<file path="src/logic/mfls_pkg.sv">
package mfls_pkg;

    localparam int TIME_W = 16;
    localparam int BLK_W  = 8;
    localparam int NSRC   = 4;

    // Timebase selections: ticks of 10 ms, 1 s or 1 min at 125 MHz, or a tick on every clock cycle
    localparam logic [1:0] TB_10MS  = 2'h0;
    localparam logic [1:0] TB_1S    = 2'h1;
    localparam logic [1:0] TB_1MIN  = 2'h2;
    localparam logic [1:0] TB_CYCLE = 2'h3;

    localparam longint CLK_HZ       = 125000000;
    localparam longint TICK_10MS_NS = 10000000;
    localparam int     CYC_10MS     = int'((TICK_10MS_NS * CLK_HZ) / 64'd1000000000);
    localparam int     TICKS_PER_S  = 100;
    localparam int     TICKS_PER_M  = 6000;

    // Register offsets
    localparam logic [3:0] REG_CTRL     = 4'h0;
    localparam logic [3:0] REG_OFFDLY   = 4'h1;
    localparam logic [3:0] REG_HOLD     = 4'h2;
    localparam logic [3:0] REG_WSTART   = 4'h3;
    localparam logic [3:0] REG_WLEN     = 4'h4;
    localparam logic [3:0] REG_SRCSEL   = 4'h5;
    localparam logic [3:0] REG_STATUS   = 4'h6;
    localparam logic [3:0] REG_ELAPSED  = 4'h7;

    // CTRL field positions
    localparam int CTRL_RETAIN  = 0;
    localparam int CTRL_WARN_EN = 1;
    localparam int CTRL_TB_LO   = 2;
    localparam int CTRL_EXT_LO  = 4;

    localparam logic [31:0] CTRL_RESET = 32'h0000_0004;
    localparam logic [TIME_W-1:0] OFFDLY_RESET = 16'h003C;
    localparam logic [TIME_W-1:0] HOLD_RESET   = 16'h000A;
    localparam logic [TIME_W-1:0] WSTART_RESET = 16'h001E;
    localparam logic [TIME_W-1:0] WLEN_RESET   = 16'h0014;

    typedef enum logic [1:0] {
        MFLS_OFF     = 2'b00,
        MFLS_HOLD    = 2'b01,
        MFLS_DELAY   = 2'b11,
        MFLS_PERM    = 2'b10
    } mfls_state_e;

endpackage : mfls_pkg

</file>
<file path="src/logic/mfls_switch.sv">
`timescale 1ns/1ns
// Contract
// RULE_01 - Trigger rising edge turns output on
// RULE_02 - Long hold enters permanent light
// RULE_03 - Early release starts the off-delay
// RULE_04 - Output clears when elapsed equals off-delay
// RULE_05 - Warning drops output for warning length
// RULE_06 - Further trigger clears timer and output
// RULE_07 - Clear input zeroes time, output off
// RULE_08 - Retentive keeps state over power loss
// RULE_09 - Retention selectable: none or retained
// RULE_10 - All times share one timebase
// RULE_11 - Times selectable from other block values
// RULE_12 - Elapsed time shows current timing
// RULE_13 - Inputs sampled per scan, tick advances
module mfls_switch
    import mfls_pkg::*;
#(
    parameter int CYC_PER_TICK = CYC_10MS
) (
    input  wire logic                      clk,        // Clock, 125 MHz
    input  wire logic                      reset,      // Sync reset, active high
    input  wire logic                      power_up,   // Pulse: power restored
    input  wire logic                      trigger,    // Trigger pin
    input  wire logic                      clear,      // Clear pin
    input  wire logic [NSRC*TIME_W-1:0]    ext_vals,   // Other blocks' actual values
    input  wire logic [3:0]                reg_addr,   // Register address
    input  wire logic [31:0]               reg_wdata,  // Write data
    input  wire logic                      reg_wr,     // Write strobe
    input  wire logic                      reg_rd,     // Read strobe
    output logic      [31:0]               reg_rdata,  // Read data, cycle after
    output logic                           switch_out, // Light output
    output logic      [TIME_W-1:0]         elapsed_time // Current time
);
    ////////////////////////////////////////////////////////////////////////
    logic [31:0]        ctrl;
    logic [TIME_W-1:0]  off_delay;
    logic [TIME_W-1:0]  permanent_on_hold_time;
    logic [TIME_W-1:0]  warn_start;
    logic [TIME_W-1:0]  warn_len;
    logic [4*BLK_W-1:0] src_sel;
    mfls_state_e        state;
    logic               trig_s1;
    logic               trig_s2;
    logic               trig_q;
    logic               clr_s1;
    logic               clr_s2;
    logic               tick;
    logic               trig_rise;
    logic               trig_fall;
    logic               warn_on;
    logic [TIME_W-1:0]  t_off;
    logic [TIME_W-1:0]  t_hold;
    logic [TIME_W-1:0]  t_wst;
    logic [TIME_W-1:0]  t_wlen;
    logic [TIME_W-1:0]  warn_from;
    logic [TIME_W-1:0]  warn_to;

    // Picks a time from a register or from another block's value
    function automatic logic [TIME_W-1:0] pick_time(
        input logic                     use_ext,
        input logic [TIME_W-1:0]        own,
        input logic [BLK_W-1:0]         blk,
        input logic [NSRC*TIME_W-1:0]   vals
    );
        logic [TIME_W-1:0] r;
        r = own;
        if (use_ext) begin
            r = (blk < BLK_W'(NSRC)) ? vals[blk[1:0]*TIME_W +: TIME_W] : own;
        end
        return r;
    endfunction : pick_time

    ////////////////////////////////////////////////////////////////////////
    // Input synchronisers and scan sampling
    always_ff @(posedge clk) begin
        if (reset) begin
            trig_s1 <= 1'b0;
            trig_s2 <= 1'b0;
            trig_q  <= 1'b0;
            clr_s1  <= 1'b0;
            clr_s2  <= 1'b0;
        end else begin
            trig_s1 <= trigger;
            trig_s2 <= trig_s1;
            trig_q  <= trig_s2;   // [RULE_13]
            clr_s1  <= clear;
            clr_s2  <= clr_s1;
        end
    end

    assign trig_rise = trig_s2 && !trig_q;
    assign trig_fall = !trig_s2 && trig_q;

    mfls_tick #(
        .CYC_PER_TICK(CYC_PER_TICK)
    ) u_tick (
        .clk    (clk),
        .reset  (reset),
        .tb_sel (ctrl[CTRL_TB_LO +: 2]),   // [RULE_10]
        .tick   (tick)
    );

    ////////////////////////////////////////////////////////////////////////
    // Effective times
    always_comb begin
        t_off  = pick_time(ctrl[CTRL_EXT_LO],     off_delay,              // [RULE_11]
                           src_sel[0 +: BLK_W], ext_vals);
        t_hold = pick_time(ctrl[CTRL_EXT_LO + 1], permanent_on_hold_time,
                           src_sel[BLK_W +: BLK_W], ext_vals);
        t_wst  = pick_time(ctrl[CTRL_EXT_LO + 2], warn_start,
                           src_sel[2*BLK_W +: BLK_W], ext_vals);
        t_wlen = pick_time(ctrl[CTRL_EXT_LO + 3], warn_len,
                           src_sel[3*BLK_W +: BLK_W], ext_vals);
        warn_from = (t_off > t_wst) ? t_off - t_wst : '0;
        warn_to   = warn_from + t_wlen;
    end

    // Warning window within the off-delay
    assign warn_on = ctrl[CTRL_WARN_EN] && (state == MFLS_DELAY)
                     && (elapsed_time >= warn_from) && (elapsed_time < warn_to); // [RULE_05]

    ////////////////////////////////////////////////////////////////////////
    // Switch sequence
    always_ff @(posedge clk) begin
        if (reset || (power_up && !ctrl[CTRL_RETAIN])) begin   // [RULE_08] [RULE_09]
            state        <= MFLS_OFF;
            elapsed_time <= '0;
        end else if (power_up) begin
            state        <= state;      // Retained block keeps its state
            elapsed_time <= elapsed_time;
        end else if (clr_s2) begin
            state        <= MFLS_OFF;   // [RULE_07]
            elapsed_time <= '0;
        end else begin
            case (state)
                MFLS_OFF: begin
                    if (trig_rise) begin
                        state        <= MFLS_HOLD;   // [RULE_01]
                        elapsed_time <= '0;
                    end
                end
                MFLS_HOLD: begin
                    if (trig_fall) begin
                        state        <= MFLS_DELAY;  // [RULE_03]
                        elapsed_time <= '0;
                    end else if (tick) begin
                        if (elapsed_time + 1'b1 >= t_hold) begin
                            state        <= MFLS_PERM;  // [RULE_02]
                            elapsed_time <= '0;
                        end else begin
                            elapsed_time <= elapsed_time + 1'b1;   // [RULE_12]
                        end
                    end
                end
                MFLS_DELAY: begin
                    if (trig_rise) begin
                        state        <= MFLS_OFF;    // [RULE_06]
                        elapsed_time <= '0;
                    end else if (elapsed_time >= t_off) begin
                        state        <= MFLS_OFF;    // [RULE_04]
                        elapsed_time <= '0;
                    end else if (tick) begin
                        elapsed_time <= elapsed_time + 1'b1;   // [RULE_12]
                    end
                end
                default: begin
                    if (trig_rise) begin
                        state        <= MFLS_OFF;    // [RULE_06]
                        elapsed_time <= '0;
                    end
                end
            endcase
        end
    end

    always_ff @(posedge clk) begin
        if (reset) begin
            switch_out <= 1'b0;
        end else begin
            switch_out <= (state != MFLS_OFF) && !warn_on
                          && !(state == MFLS_DELAY && elapsed_time >= t_off);   // [RULE_04]
        end
    end

    ////////////////////////////////////////////////////////////////////////
    // Register writes
    always_ff @(posedge clk) begin
        if (reset) begin
            ctrl                   <= CTRL_RESET;
            off_delay              <= OFFDLY_RESET;
            permanent_on_hold_time <= HOLD_RESET;
            warn_start             <= WSTART_RESET;
            warn_len               <= WLEN_RESET;
            src_sel                <= '0;
        end else if (reg_wr) begin
            if (reg_addr == REG_CTRL) begin
                ctrl <= {24'h000000, reg_wdata[7:0]};
            end else if (reg_addr == REG_OFFDLY) begin
                off_delay <= reg_wdata[TIME_W-1:0];
            end else if (reg_addr == REG_HOLD) begin
                permanent_on_hold_time <= reg_wdata[TIME_W-1:0];
            end else if (reg_addr == REG_WSTART) begin
                warn_start <= reg_wdata[TIME_W-1:0];
            end else if (reg_addr == REG_WLEN) begin
                warn_len <= reg_wdata[TIME_W-1:0];
            end else if (reg_addr == REG_SRCSEL) begin
                src_sel <= reg_wdata;
            end
        end
    end

    // Register reads, data valid the cycle after the strobe
    always_ff @(posedge clk) begin
        if (reset) begin
            reg_rdata <= 32'h0000_0000;
        end else if (reg_rd) begin
            if (reg_addr == REG_CTRL) begin
                reg_rdata <= ctrl;
            end else if (reg_addr == REG_OFFDLY) begin
                reg_rdata <= {16'h0000, off_delay};
            end else if (reg_addr == REG_HOLD) begin
                reg_rdata <= {16'h0000, permanent_on_hold_time};
            end else if (reg_addr == REG_WSTART) begin
                reg_rdata <= {16'h0000, warn_start};
            end else if (reg_addr == REG_WLEN) begin
                reg_rdata <= {16'h0000, warn_len};
            end else if (reg_addr == REG_SRCSEL) begin
                reg_rdata <= src_sel;
            end else if (reg_addr == REG_STATUS) begin
                reg_rdata <= {28'h0000000, state, warn_on, switch_out};
            end else if (reg_addr == REG_ELAPSED) begin
                reg_rdata <= {16'h0000, elapsed_time};   // [RULE_12]
            end else begin
                reg_rdata <= 32'h0000_0000;
            end
        end else begin
            reg_rdata <= 32'h0000_0000;
        end
    end
endmodule : mfls_switch

</file>
<file path="src/logic/mfls_tick.sv">
`timescale 1ns/1ns
module mfls_tick
    import mfls_pkg::*;
#(
    parameter int CYC_PER_TICK = CYC_10MS
) (
    input  wire logic       clk,     // Clock
    input  wire logic       reset,   // Sync reset
    input  wire logic [1:0] tb_sel,  // Timebase
    output logic            tick     // One-cycle tick
);
    logic [31:0] base_cnt;
    logic [15:0] sub_cnt;
    logic        base_tick;
    logic [15:0] sub_max;

    always_comb begin
        case (tb_sel)
            TB_1S:   sub_max = 16'(TICKS_PER_S - 1);
            TB_1MIN: sub_max = 16'(TICKS_PER_M - 1);
            default: sub_max = 16'h0000;
        endcase
    end

    assign base_tick = (base_cnt == 32'(CYC_PER_TICK - 1));

    always_ff @(posedge clk) begin
        if (reset || base_tick) begin
            base_cnt <= 32'h0000_0000;
        end else begin
            base_cnt <= base_cnt + 32'h0000_0001;
        end
    end

    always_ff @(posedge clk) begin
        if (reset) begin
            sub_cnt <= 16'h0000;
        end else if (base_tick) begin
            sub_cnt <= (sub_cnt >= sub_max) ? 16'h0000 : sub_cnt + 16'h0001;
        end
    end

    always_ff @(posedge clk) begin
        if (reset) begin
            tick <= 1'b0;
        end else if (tb_sel == TB_CYCLE) begin
            tick <= 1'b1;
        end else begin
            tick <= base_tick && (sub_cnt >= sub_max);
        end
    end
endmodule : mfls_tick

</file>
<file path="config.mk">
export PLATFORM = sky130hd
export DESIGN_NAME = mfls_switch
export DESIGN_NICKNAME = d
export VERILOG_FILES = /design/src/logic/mfls_pkg.sv /design/src/logic/mfls_switch.sv /design/src/logic/mfls_tick.sv
export SDC_FILE = /design/constraint.sdc
export NUM_CORES = 1
export LEC_CHECK = 0
export BUFFER_PORTS_ARGS = -buffer_cell sky130_fd_sc_hd__buf_2
export CORE_MARGIN = 10
export CORE_UTILIZATION = 40
export CTS_CLUSTER_DIAMETER = 40
export CTS_CLUSTER_SIZE = 8
export DETAILED_ROUTE_END_ITERATION = 16
export HOLD_SLACK_MARGIN = 0.03
export PLACE_DENSITY = 0.65
export SETUP_SLACK_MARGIN = 0.5
export SYNTH_ARGS = -nofsm -noshare
export SYNTH_HDL_FRONTEND = slang
export SYNTH_SLANG_ARGS = --single-unit
</file>
<file path="constraint.sdc">
create_clock -name clk -period 13 [get_ports clk]
set_clock_uncertainty 0.05 [all_clocks]
set_input_delay 3.25 -clock clk [delete_from_list [all_inputs] [get_ports clk]]
set_output_delay 3.25 -clock clk [all_outputs]
set_load 0.01 [all_outputs]
</file>
==> results.cfg, run 1 <==
[synthesis]
synth_most_common_cell = nand2_1
synth_top_cell_by_area = dfxtp_1
synth_flop_cell = dfxtp_1
ys_seq_area_share_pct = 30.3
yosysTopAreaCellShare_pct = 30.3
syn_nets = 1811
synthTopCellsByArea = dfxtp_1 (30%), mux4_2 (10%), ha_1 (9.9%)
ys_warn_count = 0
synthesis.area_sq_um = 13800
ys_types = 73
synth_commonest_cells = nand2_1 (275), dfxtp_1 (209), a21oi_1 (156)
synthCells = 1593
syn_area_per_cell_sq_um = 8.67
async_flop_share_pct = 0
synth_edf_count = 0
synth_seq_cells = 209

[sta]
period_share_pct = 76.8
period_minus_slack_ps = 9980
final.setup.worst_slack_ps = 3020
setup_violations = 0
whs_ps = 376
rsz0062_at_grt = no
hold_viol_final = 0
worstMarginPinSlew_ps = 1280
report.final.slew_viol_count = 0
relSlewSlack_pct = 14.6
clock.fmax_ghz = 0.100
setup_tns_ps = 0

[finish]
utilization_pct = 47.2
areaGrowthSynthToFinish_pct = 17.3
fin_area_sq_um = 16200
nFillCells = 3265
final_nets = 1949
drive_above_1_share_pct = 19.9
fin_cells = 2202

[grt]
grt_start_max_net_pins = 101
grt_pass1_wl_um = 72200
antenna_found_initial = 5
grt_pass1_vias = 12300
overflow = 0
grt_usage_pct = 21.9

[place]
placed_area_sq_um = 15100
io_buffers = 155
routabilityCongestion = 0.977
dp_cells = 2147
post-place-ws_ps = 2630
place.detailed.hpwl_um = 35400

[pwr]
p_sw_share_pct = 25.5
power_frac_clock_pct = 49.6
p_switching_mw = 0.461
irDropWorstVdd_mv = 0.115
pwr-share-seq_pct = 36.3
p_int_mw = 1.35
power_frac_comb_pct = 14.1
p_per_area_nw_per_um2 = 112
power_mw = 1.81
leakagePower_nw = 7.07

[cts]
clk_pin_slew_ps = 50
clock_sinks = 209
clk_latency_ps = 510
post_cts.repair.setup_buffers = 0
cts_made_buffers = 37
cts_resized = 0
cts_tree = yes
root_buffer = clkbuf_16
ctsLongestPathBuffers = 3
htree_levels = 2
hold_buffers = 0

[floorplan]
die_area_sq_um = 42400
die_y_um = 206
core-area_sq_um = 34300
die_w_um = 206
io_pins = 156
start_util_pct = 40.3
rows = 68

[route]
drc = 0
wire_per_inst_um = 21.6
dr.pass1.iters = 8
routed_wl_um = 47500
vias_per_cell = 5.81
drt_iter0_drc = 1431
ant_nets = 0
vias = 12800

[worst_setup_path]
crit_path_end_kind = flop
cp_num_buf_inv = 3
path_delay_family = compound AO/OA/AOI/OAI gates
cp-start-kind = primary input
required_ps = 13370
crit_fanout = 16
slowest_stage = o311ai_0
criticalPathCategory = in -> reg
arrival_ps = 10350
cpPeakStageDelay_ps = 530

[hold_path]
min_path_type = reg -> reg

[run_status]
status = finished clean

[flow_run]
cap_violations = 0
final timing paths:
kind                              startpoint           end  slack (ps)  cells past startpoint
worst min-delay path                  clr_s1        clr_s2         380                      1
worst max register to register    src_sel[0]  reg_rdata[1]        4780                     28
worst max-delay path            ext_vals[48]  reg_rdata[1]        3020                     31
worst min register to register        clr_s1        clr_s2         380                      1
per-layer routing:
metal  routed length [um]  global-route usage (%)
met5                   32                       0
met4                 1720                    8.08
met3                 3350                    3.79
met2                22600                    36.8
met1                19900                    27.5
worst register-to-register path: cells and delay by family, from the launching register on:
kind	cells	cell delay (ps)
buffers and inverters	3	520
AND/OR/NAND/NOR	7	1620
adder cells (fa/ha/maj)	3	1060
AO/OA/AOI/OAI	13	3160
flip-flops	1	860
multiplexers	2	870
power groups by stage:
| stage | sequential (mW) | combinational (mW) | clock, mW |
|---|---|---|---|
| after detailed placement | 0.669 | 0.250 | 0 |
| after global placement | 0.669 | 0.245 | 0 |
| final | 0.657 | 0.256 | 0.897 |
| after global routing | 0.656 | 0.283 | 0.941 |
| after floorplan | 0.665 | 0.181 | 0 |
| after CTS | 0.657 | 0.252 | 0.911 |
sequential cells by signal, indices dropped and copies added, names as in the netlist, 2 cells and up:
name                    flops
state                       2
src_sel                    32
ctrl                        8
elapsed_time               16
u_tick.sub_cnt             16
reg_rdata                  32
u_tick.base_cnt            32
warn_start                 16
permanent_on_hold_time     16
off_delay                  16
warn_len                   16
cell families after synthesis:
logic type                 synth area share [%]
buffers and inverters                      3.84
DFF                                        30.3
AOI/OAI and AO/OA                          14.5
xor gates and xnor gates                   4.66
muxes                                      16.0
adders and majority gates                  10.2
and+or+nand+nor                            20.5
layout make-up:
type,count,area [sq um],share of cell area [%]
Multi-Input combinational cell,1245,9120,56.3
Sequential cell,209,4180,25.8
Timing Repair Buffer,183,988,6.10
Clock buffer,42,975,6.02
Tap cell,455,569,3.51
Inverter,55,206,1.27
Clock inverter,11,149,0.919
Antenna cell,2,5.00,0.0309
placed cells by master, fill, tap and decap left out, types with 16 or more instances in the layout:
master     count
a21o_1        35
a21oi_1      156
a222oi_1      16
and2_1        22
and3_1        17
buf_2        154
buf_4         29
clkbuf_16     37
dfxtp_1      209
ha_1         109
inv_1         55
mux2_2        29
mux2i_1       44
mux4_2        64
nand2_1      275
nand3_1       43
nand4_1       21
nor2_1       102
nor3_1        30
o21ai_0       38
xnor2_1       31
xor2_1        40
Power figures use the tool's default switching activity.
==> run 2: changes to the inputs <==
==> constraint.sdc (replaced) <==
create_clock -name clk -period 10.3 [get_ports clk]
set_clock_uncertainty 0.05 [all_clocks]
set_input_delay 2.575 -clock clk [delete_from_list [all_inputs] [get_ports clk]]
set_output_delay 2.575 -clock clk [all_outputs]
set_load 0.01 [all_outputs]
==> run 2 against run 1 <==
Wire length down 0.68%. Global-route usage down 0.075 points. Non-clock buffer count up 1. Final cell count up 0.32%. Total power up 29%. Sequential cell count unchanged. Count of clock-buffer cells in the layout up 5. Via count down 0.56%. First-iteration DRC count down 20%. Sequential power up 26%. Clock power up 32%.
==> results.cfg, run 2 (same netlist as run 1, synthesis figures left out) <==
[route]
drt_iter0_drc = 1150
ant_nets = 0
drc = 0
dr.pass1.iters = 8
vias_per_cell = 5.76
routed_wl_um = 47200
vias = 12700
wire_per_inst_um = 21.4

[pwr]
p_sw_share_pct = 25.5
pwr-share-seq_pct = 35.6
power_frac_comb_pct = 13.7
p_per_area_nw_per_um2 = 143
power_mw = 2.33
p_switching_mw = 0.594
power_frac_clock_pct = 50.7
p_int_mw = 1.73
leakagePower_nw = 7.10
irDropWorstVdd_mv = 0.114

[sta]
period_share_pct = 89.0
setup_violations = 0
final.setup.worst_slack_ps = 1130
relSlewSlack_pct = 16.4
rsz0062_at_grt = no
period_minus_slack_ps = 9170
clock.fmax_ghz = 0.109
setup_tns_ps = 0
hold_viol_final = 0
worstMarginPinSlew_ps = 1250
report.final.slew_viol_count = 0

[floorplan]
die_w_um = 206
die_y_um = 206
die_area_sq_um = 42400
core-area_sq_um = 34300
rows = 68
start_util_pct = 40.3
io_pins = 156

[worst_setup_path]
cpPeakStageDelay_ps = 520
required_ps = 10680
cp_common_cell = o21ai_0
r2r_slack_ps = 2200
arrival_ps = 9540
slowest_stage = or4_1
crit_path_end_kind = flop
cp-start-kind = primary input
criticalPathCategory = in -> reg
crit_fanout = 16

[grt]
grt_usage_pct = 21.8
grt_pass1_wl_um = 71700
overflow = 0
grt_start_max_net_pins = 101
antenna_found_initial = 5
grt_pass1_vias = 12300

[place]
placed_area_sq_um = 15100
post-place-ws_ps = 567
place.detailed.hpwl_um = 35300
io_buffers = 155
routabilityCongestion = 0.977

[cts]
clk_pin_slew_ps = 50
post_cts.repair.setup_buffers = 0
ctsLongestPathBuffers = 3
clk_latency_ps = 510
root_buffer = clkbuf_16
cts_tree = yes
cts_made_buffers = 38
clock_sinks = 209
htree_levels = 2

[finish]
final_nets = 1951
largestRegisters = reg_rdata x32, src_sel x32, u_tick.base_cnt x32
utilization_pct = 47.5
nFillCells = 3276
final_common_cell = nand2_1
final_cell_mix = nand2_1 (275), dfxtp_1 (209), a21oi_1 (156)
areaGrowthSynthToFinish_pct = 17.8
fin_area_sq_um = 16300
drive_above_1_share_pct = 20.1

[flow_run]
cap_violations = 0

[run_status]
status = finished clean

[hold_path]
min_path_type = reg -> reg
-- run 2: cell count changes in the layout (fill, tap and decap cells not counted), sizes merged --
cell / change
buf: +1
clkbuf: +5
clkinv: -1
clkinvlp: +3
diode: -1
-- run 2: metrics by stage --
| stage | cells | hold WS [ps] |
|---|---|---|
| finish | 2209 | 383 |
| global route | 2209 | 409 |
| CTS | 2208 | 399 |
| detailed placement | 2148 | 392 |
| global placement | 2148 | 385 |
| floorplan | 1593 | 364 |
-- run 2: what timing repair did --
item | CTS | global route
resized for setup | 0 | 1
hold buffers | 0 | 0
setup endpoints to repair | 0 | 1
-- run 2: power groups by stage --
| stage | clock network (mW) | registers [mW] | logic (mW) |
|---|---|---|---|
| final | 1.18 | 0.829 | 0.320 |
| after global routing | 1.24 | 0.829 | 0.355 |
| after CTS | 1.20 | 0.829 | 0.317 |
| after detailed placement | 0 | 0.844 | 0.315 |
| after global placement | 0 | 0.844 | 0.309 |
| after floorplan | 0 | 0.839 | 0.229 |
-- run 2: path summary, 6_finish.rpt --
check | from | endpoint | cells past startpoint
min reg2reg | clr_s1 | clr_s2 | 1
min | clr_s1 | clr_s2 | 1
max reg2reg | src_sel[16] | reg_rdata[1] | 30
max | ext_vals[48] | reg_rdata[1] | 30
-- run 2: area by class of cell --
type / count / area [sq um] / area share (%)
inverter: 55 / 206 / 1.27
timing repair buffer: 184 / 996 / 6.12
clock buffer: 47 / 1020 / 6.30
sequential: 209 / 4180 / 25.7
antenna: 1 / 2.50 / 0.0154
tap: 455 / 569 / 3.50
multi-input combinational: 1245 / 9120 / 56.1
clock inverter: 13 / 170 / 1.05
-- run 2: routing by layer --
metal  track usage [%]  vias to the layer above  wire length [um]
li1                  -                     6034                 -
met1              26.9                     6051             19500
met2              35.7                      510             21900
met3              4.47                      117              3390
met4              10.4                        8              2370
met5                 0                        -                62
-- run 2: critical path, delay by kind of cell --
family,cells,cell delay [ps]
buf+inv,1,120
fa+ha+maj,4,1420
compound gates,15,2820
mux,2,750
simple gates,8,1850
